File: config.mk
export PLATFORM = sky130hd
export DESIGN_NAME = qdma_master
export DESIGN_NICKNAME = d
export VERILOG_FILES = /design/src/qdma_master.sv /design/src/qdma_fifo.sv
export SDC_FILE = /design/constraint.sdc
export NUM_CORES = 1
export LEC_CHECK = 0
export ABC_AREA = 1
export BUFFER_PORTS_ARGS = -buffer_cell sky130_fd_sc_hd__buf_4
export CAP_MARGIN = 20
export CORE_MARGIN = 4
export CORE_UTILIZATION = 50
export CTS_CLUSTER_DIAMETER = 100
export DETAILED_ROUTE_END_ITERATION = 16
export PLACE_DENSITY = 0.75
export SYNTH_ARGS = -nofsm -noshare
export SYNTH_HDL_FRONTEND = slang
export SYNTH_SLANG_ARGS = --single-unit
export TNS_END_PERCENT = 10
File: constraint.sdc
create_clock -name ref_clk -period 4.5 [get_ports ref_clk]
set_input_delay 0.9 -clock ref_clk [delete_from_list [all_inputs] [get_ports ref_clk]]
set_output_delay 0.9 -clock ref_clk [all_outputs]
set_load 0.01 [all_outputs]
File: src/qdma_master.sv
// constants package and backplane interrupt / dma master for a disc controller
`timescale 1ns/1ps
`default_nettype none
package qdma_pkg;
  localparam int DAL_W         = 22;
  localparam int DATA_W        = 16;
  localparam int CNT_W         = 16;
  localparam int LVL_N         = 4;
  localparam int FIFO_DEPTH    = 8;
  localparam int CLK_PERIOD_NS = 50;
  localparam int PAUSE_NS      = 4000;
  localparam int PAUSE_CYC     = (PAUSE_NS + CLK_PERIOD_NS - 1) / CLK_PERIOD_NS;
  localparam int BURST_MAX     = 16;
  localparam int THROTTLE_MAX  = 8;
  localparam logic [4:0] BURST_W5    = 5'h10;
  localparam logic [4:0] THROTTLE_W5 = 5'h08;
  localparam logic [4:0] SINGLE_W5   = 5'h01;
  localparam logic [6:0] PAUSE_C7    = 7'(PAUSE_CYC);
  localparam logic [DAL_W-1:0] ADDR_STEP = 22'h000002;
  localparam logic [15:0] VECTOR_DEFAULT = 16'h0154;

  typedef enum logic [3:0] {
    ST_IDLE  = 4'h0,
    ST_REQ   = 4'h1,
    ST_ADDR  = 4'h2,
    ST_SYNC  = 4'h3,
    ST_DATA  = 4'h4,
    ST_RPLY  = 4'h5,
    ST_NRPLY = 4'h6,
    ST_END   = 4'h7,
    ST_PAUSE = 4'h8
  } qdma_dma_st_t;

  typedef enum logic [1:0] {
    IS_IDLE = 2'h0,
    IS_REQ  = 2'h1,
    IS_VEC  = 2'h2,
    IS_DONE = 2'h3
  } qdma_int_st_t;
endpackage

module qdma_master #(
  parameter logic [15:0] VECTOR = qdma_pkg::VECTOR_DEFAULT
) (
  input  wire logic                       ref_clk,
  input  wire logic                       reset,
  input  wire logic [1:0]                 irq_level_sel,
  input  wire logic                       int_enable,
  input  wire logic                       int_event,
  output logic      [qdma_pkg::LVL_N-1:0] irq_out,
  input  wire logic                       iak_in,
  output logic                            iak_out,
  input  wire logic                       din_in,
  input  wire logic                       sync_in,
  input  wire logic                       rply_in,
  output logic                            rply_out,
  output logic                            sync_out,
  output logic                            din_out,
  output logic                            dout_out,
  output logic                            dmr_out,
  input  wire logic                       dmg_in,
  output logic                            dmg_out,
  output logic                            sack_out,
  input  wire logic                       other_dmr_in,
  input  wire logic [qdma_pkg::DAL_W-1:0] dal_in,
  output logic      [qdma_pkg::DAL_W-1:0] dal_out,
  output logic                            dal_oe,
  input  wire logic                       cmd_valid,
  output logic                            cmd_ready,
  input  wire logic [qdma_pkg::DAL_W-1:0] cmd_addr,
  input  wire logic [qdma_pkg::CNT_W-1:0] cmd_words,
  input  wire logic                       cmd_to_mem,
  input  wire logic                       cmd_block,
  input  wire logic                       abort,
  input  wire logic                       wr_valid,
  output logic                            wr_ready,
  input  wire logic [qdma_pkg::DATA_W-1:0] wr_data,
  output logic                            rd_valid,
  output logic      [qdma_pkg::DATA_W-1:0] rd_data,
  output logic                            done,
  output logic                            busy
);
  qdma_pkg::qdma_dma_st_t   st;
  qdma_pkg::qdma_int_st_t   ist;
  logic [1:0]               level;
  logic                     pending;
  logic [qdma_pkg::DAL_W-1:0] addr;
  logic [qdma_pkg::CNT_W-1:0] remaining;
  logic [4:0]               burst_cnt;
  logic [4:0]               limit;
  logic [6:0]               pause_cnt;
  logic                     throttle;
  logic                     to_mem;
  logic                     block;
  logic                     aborted;
  logic                     f_valid;
  logic                     f_ready;
  logic [qdma_pkg::DATA_W-1:0] f_data;
  logic                     vec_take;

  qdma_fifo #(
    .WIDTH (qdma_pkg::DATA_W),
    .DEPTH (qdma_pkg::FIFO_DEPTH)
  ) u_fifo (
    .clk       (ref_clk),
    .reset     (reset),
    .in_valid  (wr_valid),
    .in_ready  (wr_ready),
    .in_data   (wr_data),
    .out_valid (f_valid),
    .out_ready (f_ready),
    .out_data  (f_data)
  );

  assign f_ready  = (st == qdma_pkg::ST_DATA) && to_mem;
  assign vec_take = (ist == qdma_pkg::IS_REQ) && iak_in && din_in && (irq_out != '0);
  assign limit    = !block ? qdma_pkg::SINGLE_W5 :
                    throttle ? qdma_pkg::THROTTLE_W5 : qdma_pkg::BURST_W5;

  // ----------------------------------------------------------------
  // interrupt request and vector
  // ----------------------------------------------------------------
  always_ff @(posedge ref_clk) begin
    if (reset) begin
      level <= irq_level_sel;
    end
  end

  always_ff @(posedge ref_clk) begin
    if (reset) begin
      pending <= 1'b0;
    end else if (int_event && int_enable) begin
      pending <= 1'b1;
    end else if (ist == qdma_pkg::IS_VEC && !din_in) begin
      pending <= 1'b0;
    end
  end

  always_ff @(posedge ref_clk) begin
    if (reset) begin
      ist <= qdma_pkg::IS_IDLE;
    end else begin
      case (ist)
        qdma_pkg::IS_IDLE: begin
          if (pending && int_enable) begin
            ist <= qdma_pkg::IS_REQ;
          end
        end
        qdma_pkg::IS_REQ: begin
          if (vec_take) begin
            ist <= qdma_pkg::IS_VEC;
          end else if (!int_enable) begin
            ist <= qdma_pkg::IS_IDLE;
          end
        end
        qdma_pkg::IS_VEC: begin
          if (!din_in) begin
            ist <= qdma_pkg::IS_DONE;
          end
        end
        qdma_pkg::IS_DONE: begin
          if (!iak_in) begin
            ist <= qdma_pkg::IS_IDLE;
          end
        end
        default: ist <= qdma_pkg::IS_IDLE;
      endcase
    end
  end

  always_ff @(posedge ref_clk) begin
    if (reset) begin
      irq_out  <= '0;
      iak_out  <= 1'b0;
      rply_out <= 1'b0;
    end else begin
      irq_out  <= '0;
      if (ist == qdma_pkg::IS_REQ && int_enable && !vec_take) begin
        irq_out[level] <= 1'b1;
      end
      // acknowledge passes down the chain only when not claimed here
      iak_out  <= iak_in && (ist == qdma_pkg::IS_IDLE) && !(pending && int_enable);
      rply_out <= vec_take || (ist == qdma_pkg::IS_VEC && din_in);
    end
  end

  // ----------------------------------------------------------------
  // dma sequencer
  // ----------------------------------------------------------------
  always_ff @(posedge ref_clk) begin
    if (reset) begin
      st        <= qdma_pkg::ST_IDLE;
      addr      <= '0;
      remaining <= '0;
      burst_cnt <= '0;
      pause_cnt <= '0;
      throttle  <= 1'b0;
      to_mem    <= 1'b0;
      block     <= 1'b0;
      aborted   <= 1'b0;
    end else begin
      if (abort && st != qdma_pkg::ST_IDLE) begin
        aborted <= 1'b1;
      end
      case (st)
        qdma_pkg::ST_IDLE: begin
          aborted <= 1'b0;
          if (cmd_valid && cmd_ready) begin
            addr      <= cmd_addr;
            remaining <= cmd_words;
            to_mem    <= cmd_to_mem;
            block     <= cmd_block;
            st        <= (cmd_words == '0) ? qdma_pkg::ST_END : qdma_pkg::ST_REQ;
          end
        end
        qdma_pkg::ST_REQ: begin
          if (abort || aborted) begin
            st <= qdma_pkg::ST_END;
          end else if (dmg_in && !sync_in && !rply_in) begin
            st <= qdma_pkg::ST_ADDR;
          end
        end
        qdma_pkg::ST_ADDR: begin
          burst_cnt <= '0;
          throttle  <= other_dmr_in;
          st        <= qdma_pkg::ST_SYNC;
        end
        qdma_pkg::ST_SYNC: begin
          st <= qdma_pkg::ST_DATA;
        end
        qdma_pkg::ST_DATA: begin
          if (abort || aborted) begin
            st <= qdma_pkg::ST_END;
          end else if (!to_mem || f_valid) begin
            st <= qdma_pkg::ST_RPLY;
          end
        end
        qdma_pkg::ST_RPLY: begin
          throttle <= throttle || other_dmr_in;
          if (abort) begin
            st <= qdma_pkg::ST_END;
          end else if (rply_in) begin
            addr      <= addr + qdma_pkg::ADDR_STEP;
            remaining <= remaining - 1'b1;
            burst_cnt <= burst_cnt + 1'b1;
            st        <= qdma_pkg::ST_NRPLY;
          end
        end
        qdma_pkg::ST_NRPLY: begin
          if (!rply_in) begin
            if (remaining == '0 || burst_cnt >= limit || aborted) begin
              st <= qdma_pkg::ST_END;
            end else begin
              st <= qdma_pkg::ST_DATA;
            end
          end
        end
        qdma_pkg::ST_END: begin
          if (remaining == '0 || aborted) begin
            st <= qdma_pkg::ST_IDLE;
          end else if (block && burst_cnt == qdma_pkg::BURST_W5) begin
            pause_cnt <= qdma_pkg::PAUSE_C7 - 1'b1;
            st        <= qdma_pkg::ST_PAUSE;
          end else begin
            st <= qdma_pkg::ST_REQ;
          end
        end
        qdma_pkg::ST_PAUSE: begin
          if (abort) begin
            st <= qdma_pkg::ST_END;
          end else if (pause_cnt == '0) begin
            st <= qdma_pkg::ST_REQ;
          end else begin
            pause_cnt <= pause_cnt - 1'b1;
          end
        end
        default: st <= qdma_pkg::ST_IDLE;
      endcase
    end
  end

  always_ff @(posedge ref_clk) begin
    if (reset) begin
      dmr_out   <= 1'b0;
      dmg_out   <= 1'b0;
      sack_out  <= 1'b0;
      sync_out  <= 1'b0;
      din_out   <= 1'b0;
      dout_out  <= 1'b0;
      cmd_ready <= 1'b0;
      busy      <= 1'b0;
      done      <= 1'b0;
      rd_valid  <= 1'b0;
      rd_data   <= '0;
    end else begin
      dmr_out   <= (st == qdma_pkg::ST_REQ) && !(dmg_in && !sync_in && !rply_in);
      dmg_out   <= dmg_in && (st != qdma_pkg::ST_REQ) && !sack_out;
      if (st == qdma_pkg::ST_REQ && dmg_in && !sync_in && !rply_in && !abort && !aborted) begin
        sack_out <= 1'b1;
      end else if (st == qdma_pkg::ST_END) begin
        sack_out <= 1'b0;
      end
      sync_out  <= (st == qdma_pkg::ST_SYNC) || (sync_out && st != qdma_pkg::ST_END);
      din_out   <= (st == qdma_pkg::ST_DATA && !to_mem && !abort && !aborted) ||
                   (din_out && st == qdma_pkg::ST_RPLY && !rply_in && !abort);
      dout_out  <= (st == qdma_pkg::ST_DATA && to_mem && f_valid && !abort && !aborted) ||
                   (dout_out && st == qdma_pkg::ST_RPLY && !rply_in && !abort);
      cmd_ready <= (st == qdma_pkg::ST_IDLE) && !(cmd_valid && cmd_ready);
      busy      <= (st != qdma_pkg::ST_IDLE) || (cmd_valid && cmd_ready);
      done      <= (st == qdma_pkg::ST_END) && (remaining == '0 || aborted);
      rd_valid  <= (st == qdma_pkg::ST_RPLY) && rply_in && !to_mem && !abort;
      if (st == qdma_pkg::ST_RPLY && rply_in && !to_mem) begin
        rd_data <= dal_in[qdma_pkg::DATA_W-1:0];
      end
    end
  end

  // ----------------------------------------------------------------
  // shared address / data lines
  // ----------------------------------------------------------------
  always_ff @(posedge ref_clk) begin
    if (reset) begin
      dal_out <= '0;
      dal_oe  <= 1'b0;
    end else if (vec_take) begin
      dal_out <= {6'h00, VECTOR};
      dal_oe  <= 1'b1;
    end else if (ist == qdma_pkg::IS_VEC) begin
      dal_oe  <= din_in;
    end else if (st == qdma_pkg::ST_ADDR) begin
      dal_out <= addr;
      dal_oe  <= 1'b1;
    end else if (st == qdma_pkg::ST_DATA) begin
      dal_out <= {6'h00, f_data};
      dal_oe  <= to_mem && f_valid;
    end else if (st == qdma_pkg::ST_END || st == qdma_pkg::ST_IDLE) begin
      dal_oe  <= 1'b0;
    end
  end
endmodule
`default_nettype wire

File: src/qdma_fifo.sv
// first-in first-out buffer with valid/ready on both sides
`timescale 1ns/1ps
`default_nettype none
module qdma_fifo #(
  parameter int WIDTH = 16,
  parameter int DEPTH = 8
) (
  input  wire logic             clk,
  input  wire logic             reset,
  input  wire logic             in_valid,
  output logic                  in_ready,
  input  wire logic [WIDTH-1:0] in_data,
  output logic                  out_valid,
  input  wire logic             out_ready,
  output logic      [WIDTH-1:0] out_data
);
  localparam int AW = $clog2(DEPTH);

  if (DEPTH < 2 || (1 << AW) != DEPTH) begin : g_bad_depth
    $error("fifo depth must be a power of two, at least 2");
  end

  logic [WIDTH-1:0] mem [DEPTH];
  logic [AW-1:0]    wr_ptr;
  logic [AW-1:0]    rd_ptr;
  logic [AW:0]      count;
  logic [AW:0]      next_count;
  logic             push;
  logic             pop;

  assign push      = in_valid && in_ready;
  assign pop       = out_valid && out_ready;
  assign out_valid = (count != '0);
  assign out_data  = mem[rd_ptr];

  always_comb begin
    next_count = count;
    if (push && !pop) begin
      next_count = count + 1'b1;
    end else if (pop && !push) begin
      next_count = count - 1'b1;
    end
  end

  always_ff @(posedge clk) begin
    if (push) begin
      mem[wr_ptr] <= in_data;
    end
  end

  always_ff @(posedge clk) begin
    if (reset) begin
      wr_ptr   <= '0;
      rd_ptr   <= '0;
      count    <= '0;
      in_ready <= 1'b0;
    end else begin
      if (push) begin
        wr_ptr <= wr_ptr + 1'b1;
      end
      if (pop) begin
        rd_ptr <= rd_ptr + 1'b1;
      end
      count    <= next_count;
      in_ready <= (next_count < (AW+1)'(DEPTH));
    end
  end
endmodule
`default_nettype wire

==> flow_metrics.env <==
export IMPL_status="complete, no violations"
export IMPL_die_w_microns=161
export IMPL_grt_usage_pct=22.1
export IMPL_dp_cells=1790
export IMPL_cts_root_buf="clkbuf_16"
export IMPL_drtIter0Drc=790
export IMPL_p_leak_nw=5.53
export IMPL_setup_tns_final_ns=0
export IMPL_cts_tree="done"
export IMPL_grt_pass1_vias=9310
export IMPL_crit_path_end_kind="flop"
export IMPL_crit_reg2reg_launch="st[3]$_SDFFE_PP0P_"
export IMPL_drtAntennaViolNets=0
export IMPL_die_area_sq_um=26000
export IMPL_whs_ns=0.446
export IMPL_ys_warn_count=0
export IMPL_cts_hold_buf=0
export IMPL_timing_rr_end="u_fifo.in_ready$_SDFF_PP0_"
export IMPL_cp_startpoint="st[3]$_SDFFE_PP0P_"
export IMPL_post_route_drc_count=0
export IMPL_maxCapViolCount=0
export IMPL_hold_start="rd_data[15]$_SDFFE_PP0P_"
export IMPL_skew_ns=0.00802
export IMPL_fin_cells=1842
export IMPL_synth_area_sq_um=11700
export IMPL_diodes=0
export IMPL_internal_power_w=0.00434
export IMPL_syn_num_nets=1497
export IMPL_r2r_setup_slack_ns=1.93
export IMPL_p_clk_share_pct=35.1
export IMPL_tightest_slew_ns=1.05
export IMPL_synth_top_area_cell="edfxtp_1"
export IMPL_via_per_inst=5.35
export IMPL_drive_above_1_share_pct=14.5
export IMPL_grt_overflow=0
export IMPL_core_sq_um=22800
export IMPL_fin_crit_ns=2.57
export IMPL_start_util_pct=51.4
export IMPL_clock_latency_ns=0.53
export IMPL_cts_resized=0
export IMPL_avgSynthCellArea_sq_um=8.46
export IMPL_synth_area_leaders="edfxtp_1 (33%), dfxtp_1 (22%), nand2_1 (9.4%)"
export IMPL_gp_congestion=0.911
export IMPL_dr_total_vias=9846
export IMPL_drv_slew=0
export IMPL_routedWlPerCell_microns=16.0
export IMPL_synthDistinctLibCells=42
export IMPL_arrival_ns=3.03
export IMPL_endpoint="u_fifo.in_ready$_SDFF_PP0_"
export IMPL_power_per_cell_area_nw_per_um2=440
export IMPL_finalSetupViolCount=0
export IMPL_async_flop_share_pct=0
export IMPL_synth_enable_flop_cells=130
export IMPL_synth_cells=1388
export IMPL_seq_power_share_pct=45.5
export IMPL_ys_ff_latch=260
export IMPL_final_cell_mix="nand2_1 (293), nor2_1 (204), buf_4 (147)"
export IMPL_final_hold_viol_count=0
export IMPL_required_ns=4.96
export IMPL_clkTransAtPathRegs_ns=0.06
export IMPL_p_sw_share_pct=29.0
export IMPL_cts_num_sinks=260
export IMPL_cts_made_buffers=27
export IMPL_grt_pass1_wl_mm=47.2
export IMPL_rsz0062_at_grt="no"
export IMPL_fill_cells=1979
export IMPL_ir_drop_v=0.000285
export IMPL_reg2regPathDepth=13
export IMPL_cts_setup_buffers=0
export IMPL_comb_power_share_pct=19.4
export IMPL_layout_commonest_cell="nand2_1"
export IMPL_cts_htree_levels=1
export IMPL_nets=1617
export IMPL_routed_wl_mm=29.4
export IMPL_p_switching_w=0.00177
export IMPL_seq_area_sq_um=6510
export IMPL_row_count=55
export IMPL_hold_class="flop to flop"
export IMPL_slew_limit_headroom_pct=29.7
export IMPL_boundaryPins=149
export IMPL_dpl_hpwl_mm=19.2
export IMPL_crit_type="flop to flop"
export IMPL_finalCritPeriodShare_pct=57.2
export IMPL_synth_top_cell_area_share_pct=33.2
export IMPL_antenna_found_initial=0
export IMPL_path_max_fanout=5
export IMPL_die_h_microns=161
export IMPL_start_kind="flop"
export IMPL_yosys_most_used_dff="edfxtp_1"
export IMPL_syn2layout_area_growth_pct=18.0
export IMPL_detail_route_first_pass_iterations=5
export IMPL_utilization_pct=60.7
export IMPL_multiInputGateArea_sq_um=4540
export IMPL_max_freq_ghz=0.389
export IMPL_clockBufferDepth=3
export IMPL_io_buffers=142
export IMPL_ys_seq_area_share_pct=55.4
export IMPL_grt_max_degree=66
-- cells in the mapped netlist (2+ instances only) --
cell and instances:
inv_1 112, buf_2 12, nor3_1 13, xor2_1 13, a31oi_1 8, or2_2 2, nand2_4 2, nand3_1 68
a211oi_1 2, ha_1 16, nand2_1 293, nand3b_1 7, o211ai_1 8, nor2_2 4, edfxtp_1 130, nor3b_1 2
o21ai_1 2, inv_2 6, nor2_4 4, a21oi_1 113, o22ai_1 24, nor2_1 212, nand4_1 10, buf_6 5
nand2_2 2, o21ai_0 127, xnor2_1 2, buf_4 2, dfxtp_1 130, o221ai_1 8, clkbuf_1 38
-- worst min-delay path by stage --
stage | cells past startpoint | end
finish | 2 | rd_data[15]$_SDFFE_PP0P_
global placement | 2 | rd_data[8]$_SDFFE_PP0P_
CTS | 2 | rd_data[15]$_SDFFE_PP0P_
detailed placement | 2 | rd_data[15]$_SDFFE_PP0P_
floorplan | 2 | flop
global route | 2 | rd_data[2]$_SDFFE_PP0P_
-- metrics by stage --
| step | setup WS (ns) | instance area [sq um] | power, W |
|---|---|---|---|
| final | 1.93 | 13900 | 0.00610 |
| after global routing | 1.64 | 13900 | 0.00644 |
| after CTS | 1.57 | 13800 | 0.00612 |
| after detailed placement | 1.55 | 13000 | 0.00398 |
| after global placement | 1.68 | 13000 | 0.00395 |
| after floorplan | 2.17 | 11700 | 0.00361 |
-- cells by family after synthesis --
group | count (synthesis) | synth area share (%)
AOI/OAI and AO/OA | 298 | 13.8
and+or+nand+nor | 622 | 21.9
adders and majority gates | 16 | 1.70
buffers and inverters | 177 | 6.18
xor gates and xnor gates | 15 | 1.12
DFF | 260 | 55.4
-- critical path: stages, from the launching register on --
cell and delay (ns):
dfxtp_1 0.35, inv_1 0.10, nand2_1 0.10, nor2_1 0.42, nand3_1 0.32, inv_2 0.19
ha_1 0.22, inv_1 0.07, nor2_1 0.13, a31oi_1 0.09, a21oi_1 0.15, xor2_1 0.22
inv_1 0.07, nor2_1 0.08
-- final cells by class --
class	count	share of cell area [%]
multi-input combinational	951	32.7
clock buffer	38	5.34
clock inverter	12	0.785
inverter	119	3.23
tap	313	2.82
timing repair buffer	149	8.18
sequential	260	46.9
-- power by group through the flow --
| stage | clock, W | combinational, W | sequential, W |
|---|---|---|---|
| 2_1_floorplan | 0 | 0.000810 | 0.00280 |
| 3_3_place_gp | 0 | 0.00113 | 0.00282 |
| 3_5_place_dp | 0 | 0.00116 | 0.00282 |
| 4_1_cts | 0.00218 | 0.00117 | 0.00277 |
| 5_1_grt | 0.00229 | 0.00135 | 0.00279 |
| 6_report | 0.00214 | 0.00118 | 0.00278 |
-- per-layer routing --
layer | vias to the layer above | track usage, % | part of all wire [%]
li1 | 4909 | - | -
met1 | 4534 | 29.2 | 42
met2 | 356 | 38.0 | 49
met3 | 47 | 3.32 | 7.0
met4 | 0 | 6.20 | 2.1
met5 | - | 0 | 0
-- flip-flops by register name (all words and copies together) (netlist names), 2 cells and up, named ones only --
signal / count
u_fifo.mem: 128
addr: 22
dal_out: 22
rd_data: 16
remaining: 16
pause_cnt: 7
burst_cnt: 5
irq_out: 4
st: 4
u_fifo.count: 4
u_fifo.rd_ptr: 3
u_fifo.wr_ptr: 3
level: 2
Power figures use the tool's default switching activity.
